### config.mk
export PLATFORM = sky130hd
export DESIGN_NAME = mldo_regs
export DESIGN_NICKNAME = d
export VERILOG_FILES = /design/src/mldo_pkg.sv /design/src/mldo_measure.sv /design/src/mldo_regs.sv
export SDC_FILE = /design/constraint.sdc
export NUM_CORES = 1
export LEC_CHECK = 0
export CELL_PAD_IN_SITES_DETAIL_PLACEMENT = 1
export CELL_PAD_IN_SITES_GLOBAL_PLACEMENT = 2
export CORE_ASPECT_RATIO = 1.75
export CORE_MARGIN = 3
export CORE_UTILIZATION = 45
export CTS_CLUSTER_DIAMETER = 60
export DETAILED_ROUTE_END_ITERATION = 6
export DONT_BUFFER_PORTS = 1
export HOLD_SLACK_MARGIN = 0.03
export PLACE_DENSITY = 0.8
export REMOVE_ABC_BUFFERS = 1
export SLEW_MARGIN = 20
export SYNTH_ARGS = -nofsm -noshare
export SYNTH_HDL_FRONTEND = slang
export SYNTH_SLANG_ARGS = --single-unit
export TNS_END_PERCENT = 100
### constraint.sdc
create_clock -name I_CLOCK -period 5.5 [get_ports I_CLOCK]
set_input_delay 0.55 -clock I_CLOCK [delete_from_list [all_inputs] [get_ports I_CLOCK]]
set_output_delay 0.55 -clock I_CLOCK [all_outputs]
set_load 0.05 [all_outputs]
### src/mldo_pkg.sv
package mldo_pkg;

	// ************************************************************
	// Register map
	// ************************************************************
	localparam logic [7:0]  REG_OVERRIDE_OFS   = 8'hEE;
	localparam logic [7:0]  REG_STATUS_OFS     = 8'hF8;
	localparam logic [31:0] REG_OVERRIDE_RST   = 32'h00000000;
	localparam logic [31:0] UNMAPPED_RDATA     = 32'h00000000;

	// ************************************************************
	// Field positions
	// ************************************************************
	localparam int BYPASS_BIT    = 26;
	localparam int VD_LSB        = 16;
	localparam int VQ_LSB        = 6;
	localparam int CODE_W        = 10;
	localparam int GO_BIT        = 5;
	localparam int RES_BIT       = 4;
	localparam int IND_BIT       = 3;
	localparam int KE_BIT        = 2;
	localparam int MECH_BIT      = 1;
	localparam int SHADOW_BIT    = 0;
	localparam int USED_MSB      = 26;

	// ************************************************************
	// Code mapping
	// ************************************************************
	localparam logic [9:0]  CODE_POS_LIMIT = 10'h1F4;
	localparam logic [9:0]  CODE_NEG_START = 10'h200;
	localparam logic [10:0] CODE_WRAP      = 11'h400;

	// Measurement step length, in clock cycles
	localparam int STEP_CYCLES = 16;

	typedef struct packed {
		logic       bypass;
		logic [9:0] vd_code;
		logic [9:0] vq_code;
		logic       go;
		logic       res_en;
		logic       ind_en;
		logic       ke_en;
		logic       mech_en;
		logic       shadow_en;
	} mldo_ctrl_s;

	typedef struct packed {
		logic              valid;
		logic signed [10:0] num;
	} mldo_ref_s;

	typedef enum logic [2:0] {
		ST_IDLE,
		ST_RES,
		ST_IND,
		ST_KE,
		ST_MECH,
		ST_SHADOW
	} mldo_meas_e;

endpackage

### src/mldo_measure.sv
`timescale 1ns/1ps
// Parameter measurement sequencer: runs each enabled step for a fixed time.
module mldo_measure #(
	parameter int STEP = mldo_pkg::STEP_CYCLES
) (
	input  wire logic                 i_clk,
	input  wire logic                 i_rst_n,
	input  wire logic                 i_ce,
	input  wire logic                 i_start,
	input  wire mldo_pkg::mldo_ctrl_s i_ctrl,
	output logic                      o_busy,
	output logic                      o_shadow_copy,
	output mldo_pkg::mldo_meas_e      o_state
);
	mldo_pkg::mldo_meas_e state_r, state_nxt;
	logic [15:0]          cnt_r, cnt_nxt;
	logic [4:0]           en_r, en_nxt;
	logic                 copy_r, copy_nxt;

	// Next enabled step after the given one, skipping disabled measurements
	function automatic mldo_pkg::mldo_meas_e next_step(input mldo_pkg::mldo_meas_e cur,
			input logic [4:0] en);
		mldo_pkg::mldo_meas_e n;
		n = mldo_pkg::ST_IDLE;
		if (cur == mldo_pkg::ST_IDLE && en[4])
			n = mldo_pkg::ST_RES;
		else if (cur inside {mldo_pkg::ST_IDLE, mldo_pkg::ST_RES} && en[3])
			n = mldo_pkg::ST_IND;
		else if (cur inside {mldo_pkg::ST_IDLE, mldo_pkg::ST_RES, mldo_pkg::ST_IND} && en[2])
			n = mldo_pkg::ST_KE;
		else if (cur != mldo_pkg::ST_MECH && cur != mldo_pkg::ST_SHADOW && en[1])
			n = mldo_pkg::ST_MECH;
		else if (cur != mldo_pkg::ST_SHADOW && en[0])
			n = mldo_pkg::ST_SHADOW;
		return n;
	endfunction

	always_comb begin
		state_nxt = state_r;
		cnt_nxt   = cnt_r;
		en_nxt    = en_r;
		copy_nxt  = 1'b0;
		case (state_r)
			mldo_pkg::ST_IDLE: begin
				if (i_start) begin
					en_nxt    = {i_ctrl.res_en, i_ctrl.ind_en, i_ctrl.ke_en, i_ctrl.mech_en,
						i_ctrl.shadow_en};
					state_nxt = next_step(mldo_pkg::ST_IDLE, en_nxt);
					cnt_nxt   = 16'h0000;
				end
			end
			mldo_pkg::ST_SHADOW: begin
				copy_nxt  = 1'b1;
				state_nxt = mldo_pkg::ST_IDLE;
			end
			default: begin
				if (cnt_r == 16'(STEP - 1)) begin
					cnt_nxt   = 16'h0000;
					state_nxt = next_step(state_r, en_r);
				end else begin
					cnt_nxt = cnt_r + 16'h0001;
				end
			end
		endcase
	end

	always_ff @(posedge i_clk or negedge i_rst_n) begin
		if (!i_rst_n) begin
			state_r <= mldo_pkg::ST_IDLE;
			cnt_r   <= 16'h0000;
			en_r    <= 5'h00;
			copy_r  <= 1'b0;
		end else if (i_ce) begin
			state_r <= state_nxt;
			cnt_r   <= cnt_nxt;
			en_r    <= en_nxt;
			copy_r  <= copy_nxt;
		end
	end

	assign o_busy        = (state_r != mldo_pkg::ST_IDLE);
	assign o_shadow_copy = copy_r;
	assign o_state       = state_r;

	skip_res_a: assert property (@(posedge i_clk) disable iff (!i_rst_n)
		(state_r == mldo_pkg::ST_IDLE && i_ce && i_start && !i_ctrl.res_en)
		|=> state_r != mldo_pkg::ST_RES) else $error("resistance step ran while disabled");
	skip_other_a: assert property (@(posedge i_clk) disable iff (!i_rst_n)
		(state_r == mldo_pkg::ST_IND) |-> en_r[3]) else $error("inductance step ran while disabled");
	shadow_copy_a: assert property (@(posedge i_clk) disable iff (!i_rst_n)
		(i_ce && state_r == mldo_pkg::ST_SHADOW) |=> copy_r) else $error("shadow copy missing");
	cov_full_c: cover property (@(posedge i_clk) state_r == mldo_pkg::ST_MECH ##[1:100] copy_r);

endmodule // mldo_measure

### src/mldo_regs.sv
// Register access over Avalon-MM is this design's own decision.
`timescale 1ns/1ps
// ************************************************************
// Loop debug override register with measurement launcher
// ************************************************************
// Contract
// Override register sits at 0xEE and resets to all zeros.
// Bypass bit high disables current and speed loops; low runs normally.
// d-axis reference is code/500 below 500, (code-1024)/500 above 512.
// q-axis reference uses the same mapping on the q-axis code.
// Software writes only codes 0..500 or 512..1000 into voltage fields.
// Writing 1 to the go bit starts the measurement routine.
// Resistance measurement runs only when its enable bit is set.
// Inductance, back-EMF and mechanical measurements each need their enable.
// Copy enable set copies measured parameters into shadow registers.
// Bits 31..27 read zero, 26 bypass, 25..16 d, 15..6 q, 5..0 controls.
module mldo_regs #(
	parameter int STEP = mldo_pkg::STEP_CYCLES
) (
	input  wire logic         I_CLOCK,
	input  wire logic         I_RST_N,
	input  wire logic         I_CE,
	input  wire logic [7:0]   I_ADDRESS,
	input  wire logic         I_READ,
	input  wire logic         I_WRITE,
	input  wire logic [3:0]   I_BYTEENABLE,
	input  wire logic [31:0]  I_WRITEDATA,
	output logic [31:0]       O_READDATA,
	output logic              O_WAITREQUEST,
	output logic              O_LOOP_BYPASS,
	output logic              O_D_REF_VALID,
	output logic signed [10:0] O_D_REF_NUM,
	output logic              O_Q_REF_VALID,
	output logic signed [10:0] O_Q_REF_NUM,
	output logic              O_MEASURE_BUSY,
	output logic              O_SHADOW_COPY
);
	// ************************************************************
	// Register storage and bus slave
	// ************************************************************
	logic [31:0]          reg_r, reg_nxt;
	logic [31:0]          rdata_r, rdata_nxt;
	logic                 ack_r, ack_nxt;
	logic                 go_r, go_nxt;
	logic                 busy_r, shcopy_r;
	mldo_pkg::mldo_ref_s  d_r, d_nxt, q_r, q_nxt;
	mldo_pkg::mldo_ctrl_s ctrl;
	logic                 meas_busy, meas_copy;
	mldo_pkg::mldo_meas_e meas_state;
	logic [31:0]          bmask;
	logic                 req;

	// Map a 10-bit code to its reference numerator over 500; codes in 500..512 are invalid
	function automatic mldo_pkg::mldo_ref_s map_code(input logic [9:0] c);
		mldo_pkg::mldo_ref_s r;
		r.valid = 1'b0;
		r.num   = 11'sh000;
		if (c < mldo_pkg::CODE_POS_LIMIT) begin
			r.valid = 1'b1;
			r.num   = signed'({1'b0, c});
		end else if (c > mldo_pkg::CODE_NEG_START) begin
			r.valid = 1'b1;
			r.num   = signed'(11'({1'b0, c} - mldo_pkg::CODE_WRAP));
		end
		return r;
	endfunction

	assign ctrl  = mldo_pkg::mldo_ctrl_s'(reg_r[mldo_pkg::USED_MSB:0]);
	assign req   = (I_READ || I_WRITE) && !ack_r;
	assign bmask = {{8{I_BYTEENABLE[3]}}, {8{I_BYTEENABLE[2]}}, {8{I_BYTEENABLE[1]}}, {8{I_BYTEENABLE[0]}}};

	always_comb begin
		reg_nxt   = reg_r;
		rdata_nxt = rdata_r;
		ack_nxt   = 1'b0;
		go_nxt    = 1'b0;
		if (req) begin
			ack_nxt = 1'b1;
			if (I_WRITE && I_ADDRESS == mldo_pkg::REG_OVERRIDE_OFS) begin
				reg_nxt = ((reg_r & ~bmask) | (I_WRITEDATA & bmask)) & 32'h07FFFFFF;
				go_nxt  = I_BYTEENABLE[0] && I_WRITEDATA[mldo_pkg::GO_BIT];
			end
			if (I_READ) begin
				case (I_ADDRESS)
					mldo_pkg::REG_OVERRIDE_OFS: rdata_nxt = reg_r & 32'h07FFFFFF;
					mldo_pkg::REG_STATUS_OFS:   rdata_nxt = {29'h0, 3'(meas_state)};
					default:                    rdata_nxt = mldo_pkg::UNMAPPED_RDATA;
				endcase
			end
		end
	end

	always_ff @(posedge I_CLOCK or negedge I_RST_N) begin
		if (!I_RST_N) begin
			reg_r   <= mldo_pkg::REG_OVERRIDE_RST;
			rdata_r <= 32'h00000000;
			ack_r   <= 1'b0;
			go_r    <= 1'b0;
		end else if (I_CE) begin
			reg_r   <= reg_nxt;
			rdata_r <= rdata_nxt;
			ack_r   <= ack_nxt;
			go_r    <= go_nxt;
		end
	end

	// ************************************************************
	// Forced voltage references
	// ************************************************************
	// Outside bypass the references read as not valid, so the loops own Vd/Vq
	always_comb begin
		d_nxt = '0;
		q_nxt = '0;
		if (ctrl.bypass) begin
			d_nxt = map_code(ctrl.vd_code);
			q_nxt = map_code(ctrl.vq_code);
		end
	end

	always_ff @(posedge I_CLOCK or negedge I_RST_N) begin
		if (!I_RST_N) begin
			d_r      <= '0;
			q_r      <= '0;
			busy_r   <= 1'b0;
			shcopy_r <= 1'b0;
		end else if (I_CE) begin
			d_r      <= d_nxt;
			q_r      <= q_nxt;
			busy_r   <= meas_busy;
			shcopy_r <= meas_copy;
		end
	end

	// ************************************************************
	// Measurement sequencer
	// ************************************************************
	mldo_measure #(
		.STEP (STEP)
	) u_measure (
		.i_clk         (I_CLOCK),
		.i_rst_n       (I_RST_N),
		.i_ce          (I_CE),
		.i_start       (go_r),
		.i_ctrl        (ctrl),
		.o_busy        (meas_busy),
		.o_shadow_copy (meas_copy),
		.o_state       (meas_state)
	);

	assign O_READDATA     = rdata_r;
	// Answer one cycle after the request; held high until then
	assign O_WAITREQUEST  = !ack_r;
	assign O_LOOP_BYPASS  = reg_r[mldo_pkg::BYPASS_BIT];
	assign O_D_REF_VALID  = d_r.valid;
	assign O_D_REF_NUM    = d_r.num;
	assign O_Q_REF_VALID  = q_r.valid;
	assign O_Q_REF_NUM    = q_r.num;
	assign O_MEASURE_BUSY = busy_r;
	assign O_SHADOW_COPY  = shcopy_r;

	// ************************************************************
	// Checks
	// ************************************************************
	reset_zero_a: assert property (@(posedge I_CLOCK) $rose(I_RST_N) |-> reg_r == 32'h00000000)
		else $error("register not zero after reset");
	resv_zero_a: assert property (@(posedge I_CLOCK) disable iff (!I_RST_N)
		reg_r[31:27] == 5'h00) else $error("reserved bits set");
	bypass_off_a: assert property (@(posedge I_CLOCK) disable iff (!I_RST_N)
		(I_CE && !ctrl.bypass) |=> !d_r.valid && !q_r.valid) else $error("reference forced without bypass");
	d_neg_map_a: assert property (@(posedge I_CLOCK) disable iff (!I_RST_N)
		(I_CE && ctrl.bypass && ctrl.vd_code > 10'h200)
		|=> d_r.valid && d_r.num == signed'(11'({1'b0, $past(ctrl.vd_code)} - 11'h400)))
		else $error("d-axis negative mapping wrong");
	q_pos_map_a: assert property (@(posedge I_CLOCK) disable iff (!I_RST_N)
		(I_CE && ctrl.bypass && ctrl.vq_code < 10'h1F4)
		|=> q_r.valid && q_r.num == signed'({1'b0, $past(ctrl.vq_code)}))
		else $error("q-axis positive mapping wrong");
	go_start_a: assert property (@(posedge I_CLOCK) disable iff (!I_RST_N)
		(I_CE && go_r && meas_state == mldo_pkg::ST_IDLE && (ctrl.res_en || ctrl.mech_en))
		|=> meas_busy) else $error("measurement did not start");
	wait_ack_a: assert property (@(posedge I_CLOCK) disable iff (!I_RST_N)
		(I_CE && req) |=> !O_WAITREQUEST) else $error("bus answer late");
	cov_bypass_c: cover property (@(posedge I_CLOCK) d_r.valid && d_r.num < 0);
	cov_go_c: cover property (@(posedge I_CLOCK) go_r ##1 meas_busy);
	cov_write_c: cover property (@(posedge I_CLOCK) req && I_WRITE);

endmodule // mldo_regs

# Word level (Yosys, flattened, before mapping)
# Cells that the tools add are included.
dict set report word_totals {
  latchBits 0
  input_bits 49
  elab_cells 83
  memories 0
  romBits 0
  output_inout_bits 60
  ram_bits 0
  reg_bits 112
}
dict set report op_classes {
  div_mod_pow 0
  n_lt_le_gt_ge 4
  multipliers 0
  n_reduce_logical 21
  eq_ne 9
  n_addsub 3
  n_shift 0
  n_mux 27
  bitwise 5
}
# cell n
set ops {}
lappend ops {{$mux W12} 6}
lappend ops {{$and A27 B27 Y27} 2}
lappend ops {{$pmux W27 S2} 1}
lappend ops {{$mux W3} 12}
lappend ops {{$mux W16} 2}
lappend ops {{$pmux W16 S2} 1}
lappend ops {{$not A27 Y27} 1}
lappend ops {{$or A27 B27 Y27} 1}
lappend ops {{$sub A10 B11 Y11 const B} 2}
lappend ops {{$gt A10 B10 Y1 const B} 2}
lappend ops {{$lt A10 B9 Y1 const B} 2}
lappend ops {{$add A16 B1 Y16 const B} 1}
lappend ops {{$eq A16 B4 Y1 const B} 1}
lappend ops {{$eq A8 B8 Y1 const B} 2}
lappend ops {{$reduce_and A3 Y1} 5}
lappend ops {{$logic_and A1 B1 Y1} 9}
lappend ops {{$reduce_bool A3 Y1} 3}
lappend ops {{$ne A3 B3 Y1 const B} 2}
lappend ops {{$pmux W3 S2} 1}
lappend ops {{$mux W1} 4}
lappend ops {{$eq A3 B1 Y1 const B} 1}
lappend ops {{$eq A3 B2 Y1 const B} 1}
lappend ops {{$eq A3 B3 Y1 const B} 1}
lappend ops {{$logic_not A3 Y1} 1}
lappend ops {{5 further kinds} 5}

# Logic depth before layout (Yosys ltp)
dict set report logic_depth {
  word_depth 9
  depth_mapped 7
}

# By module
# A second synthesis with hierarchy kept.
dict set report hier_totals {
  cells_unflattened 367
  area_unflattened_um2 4702.0
}
# module n_inst area_each_um2 cells_each
set by_module_without_submodules {}
lappend by_module_without_submodules {mldo_regs 1 3243.1 217}
lappend by_module_without_submodules {mldo_measure 1 1458.9 150}

# Worst setup path before layout
# OpenSTA, ideal clock, no wires.
dict set report synth_path {
  path_kind {input -> register}
  from {input I_ADDRESS[6]}
  to {register with a tool-made name}
  slack_ns 3.582
  t_arrival_ns 1.793
  path_stages 6
  t_required_ns 5.375
  path_cell_list {nand4_1 -> nor4_4 -> and4_1 -> buf_4 -> nand2_4 -> mux2_4}
}
# element line_no
set synth_rtl {}
lappend synth_rtl {{start: declaration} mldo_regs.sv:23} ;# input wire logic [7:0] I_ADDRESS,

# Worst setup path in the final report
dict set report layout_path {
  from {register ack_r}
  to {register rdata_r[10], in the netlist O_READDATA[10]}
}
dict set report layout_via {
  elab_chain_cells 3
}
# element line_no
set layout_rtl {}
lappend layout_rtl {{start: declaration} mldo_regs.sv:43} ;# logic ack_r, ack_nxt;
lappend layout_rtl {{start signal: assignment} mldo_regs.sv:102} ;# ack_r <= ack_nxt;
lappend layout_rtl {{$logic_not A1 Y1} n/a}
lappend layout_rtl {{net O_WAITREQUEST} mldo_regs.sv:29} ;# output logic O_WAITREQUEST,
lappend layout_rtl {{$logic_and A1 B1 Y1} mldo_regs.sv:69} ;# assign req = (I_READ || I_WRITE) && !ack_r;
lappend layout_rtl {{$reduce_and A3 Y1 (no source line)} n/a}
lappend layout_rtl {{end signal: assignment} mldo_regs.sv:101} ;# rdata_r <= rdata_nxt;
lappend layout_rtl {{end: declaration} mldo_regs.sv:42} ;# logic [31:0] rdata_r, rdata_nxt;
# The timed path passes the listed nets, and every way through them passes these cells.
# A chain may end at the register's enable or synchronous reset.

==> impl_results.md <==
* Netlist Area Pre-Place at 4630 µm²
* Ys Warns at 0
* Worst slew pin tran at approximately 0.96 ns
* Final-report hold violation count at 0
* Final setup margin at between 3 and 4 ns
* Synth top area cells: dfrtp_1 56%, a22o_1 7.9%, mux2_4 7.5%, mux2_2 2.7%, xor2_1 1.5%
* Compound-cell area share of the yosys netlist at 0.149
* Unique masters post-synth at 59
* CP Capture Type: flop
* Reg clk slew, reported paths at roughly 0.08 ns
* Most frequent cell after synthesis: dfrtp_1
* Die Y at 140 µm
* Max-Cap Viols at 0
* Worst reg2reg path endpoint: O_READDATA[10]
* Placed Instance Area at 4670 µm²
* Routed WL at approximately 11000 µm
* Filler cell count at 1058
* WS Path Type: flop to flop
* Setup Fix Bufs, Post-CTS at 0
* CTS max path bufs at 2
* Vias at 2966
* CTS tree: done
* Top_reg_cell synth: dfrtp_1
* Register area at around 2600 µm²
* Commonest cells in the synthesized netlist: 104 x dfrtp_1, 42 x a22o_1, 23 x mux2_4
* Pre-Repair DR Iteration Count at 4
* Vias per cell at between 6 and 7
* GR Util All Layers at 0.208
* Final Cycle Share at 0.408
* Post-synth EDFFs at 0
* Antenna viol nets, final at 0
* #FFs+latches synth at 104
* Drt wl/cell at between 20 and 25 µm
* Reg-to-reg startpoint: ack_r
* Final setup violation count at 0
* Starting Density at 0.464
* Synth Area in Simple Gates at 0.123
* Total gr overflow at 0
* Register area share after synthesis at 0.562
* Power Total at 1.69 mW
* Global-route wire length before repair at 18200 µm
* Vias in the first global route at between 3000 and 4000
* Initial antenna violation count at 0
* I/O Buffers at 0
* Area leader, netlist: dfrtp_1
* Dpl ws at around 3.1 ns
* Inserted Diodes at 0
* Worst Path Max Fanout at 31
* Largest family of logic cells by synthesized area: compound AO/OA/AOI/OAI gates
* Tmin final at 2.24 ns
* Setup total negative slack at 0 ns
* Synth top area share at 0.562
* F_max at around 450 MHz
* Final Util at 0.501
* CTS Buf Count at 9
* R2r worst-path depth at 6
* Power per Cell Area at 338 nW/µm²
* Startpoint Class: flop
* Flop2flop setup slack at 3.26 ns
* Peak VDD IR at 214 µV
* Hpwl dp at roughly 7600 µm
* Layout area overhead at 7.94%
* Crit path DAT at approximately 2.5 ns
* Fin area at 5000 µm²
* CTS Root Cell: clkbuf_16
* Synth Instances at roughly 360
* Largest net degree at the start of global routing at 105
* Post-synth ARST share at 1.00
* IO Pins at 109
* GPL Wtd Cong at approximately 0.84
* Adder-cell share of the synthesized area at 0.00270
* Hold Crit Class: primary input to asynchronous set/reset pin
* Mapped Avg Cell Area at roughly 13 µm²
* Mux contribution to synthesized area at 0.106
* Leak at 2.38 nW
* CTS sink cnt at approximately 100
* DR iter-0 viols at 108
* Die Width at 82.7 µm
* Number of H-tree levels at 3
* Area taken by multi-input logic gates at 1880 µm²
* Unrepaired setup endpoints after global routing: no
* Clk_lat worst skew at approximately 0.35 ns
* Max-slew violation count at 0
* Slew HR at 0.362
* # rows at 48
* Layout cells sized above 1 at 0.202
* Core Area at 9970 µm²
* Worst clock skew at ~0.0085 ns
* XOR/XNOR share of the synthesized area at 0.0208
* Layout Nets at 406
* DR DRC count at 0
* Die footprint at 11600 µm²
* CP Data Required Time at a little under 6 ns
* Outcome: complete, no violations
[cell usage in the layout (no fill, tap or decap), drive strengths merged, types with 7 or more instances in the layout]
cell    instances
dfrtp         104
a22o           44
mux2           34
nor2           18
nand2          18
nand3          12
clkbuf         10
inv            10
o21ai           9
nor4            9
a21oi           9
xor2            8
nand4           7
[worst max path at each step]
stage / from / to / depth (start not counted)
floorplan: ack_r / O_READDATA[10] / 4
finish: ack_r / O_READDATA[10] / 6
detailed placement: I_ADDRESS[6] / O_READDATA[8] / 5
global placement: I_ADDRESS[6] / O_READDATA[14] / 5
global route: ack_r / O_READDATA[9] / 6
CTS: ack_r / O_READDATA[3] / 6
[worst max-delay path, cell delays in order (launching register included)]
cell and delay, ns:
dfrtp_1 0.36, inv_1 0.40, nand3_1 0.13, buf_4 0.29
nor2b_2 0.50, buf_4 0.33, a22o_1 0.16
[kinds of logic after synthesis]
group	Yosys count
flip-flops	104
AND/OR/NAND/NOR	93
AO/OA/AOI/OAI	86
multiplexers	36
buffers and inverters	30
XOR/XNOR	11
adder cells (fa/ha/maj)	1
other	1
[layout make-up]
type	instances	area share
clock buffers	10	0.0478
clock inverters	6	0.0118
inverters	6	0.00451
multi-input cells	232	0.375
flip-flops and latches	104	0.521
well taps	125	0.0313
repair buffers	3	0.00851
[power by group]
group	leakage (nW)	switching [mW]	total, mW	internal [mW]
Combinational	0.802	0.119	0.189	0.0700
Clock	0.145	0.306	0.638	0.332
Sequential	1.44	0.0641	0.860	0.796
[metrics by stage]
stage | std cells | hold slack [ns]
after global placement | 469 | 0.259
after CTS | 486 | 0.155
after floorplan | 342 | 0.254
after global routing | 486 | 0.161
final | 486 | 0.119
after detailed placement | 469 | 0.259
[timing repair]
item | 4_1_cts | 5_1_grt
resized for setup | 0 | 0
hold buffers | 1 | 0
hold endpoints to repair | 104 | 0
[per-layer routing]
layer,GRT usage,up-vias,part of all wire
li1,-,1325,-
met3,0.0508,24,0.052
met5,0,-,0
met2,0.346,71,0.54
met1,0.248,1546,0.38
met4,0.0930,0,0.034
Note: power is estimated with default switching activity, not from simulation.
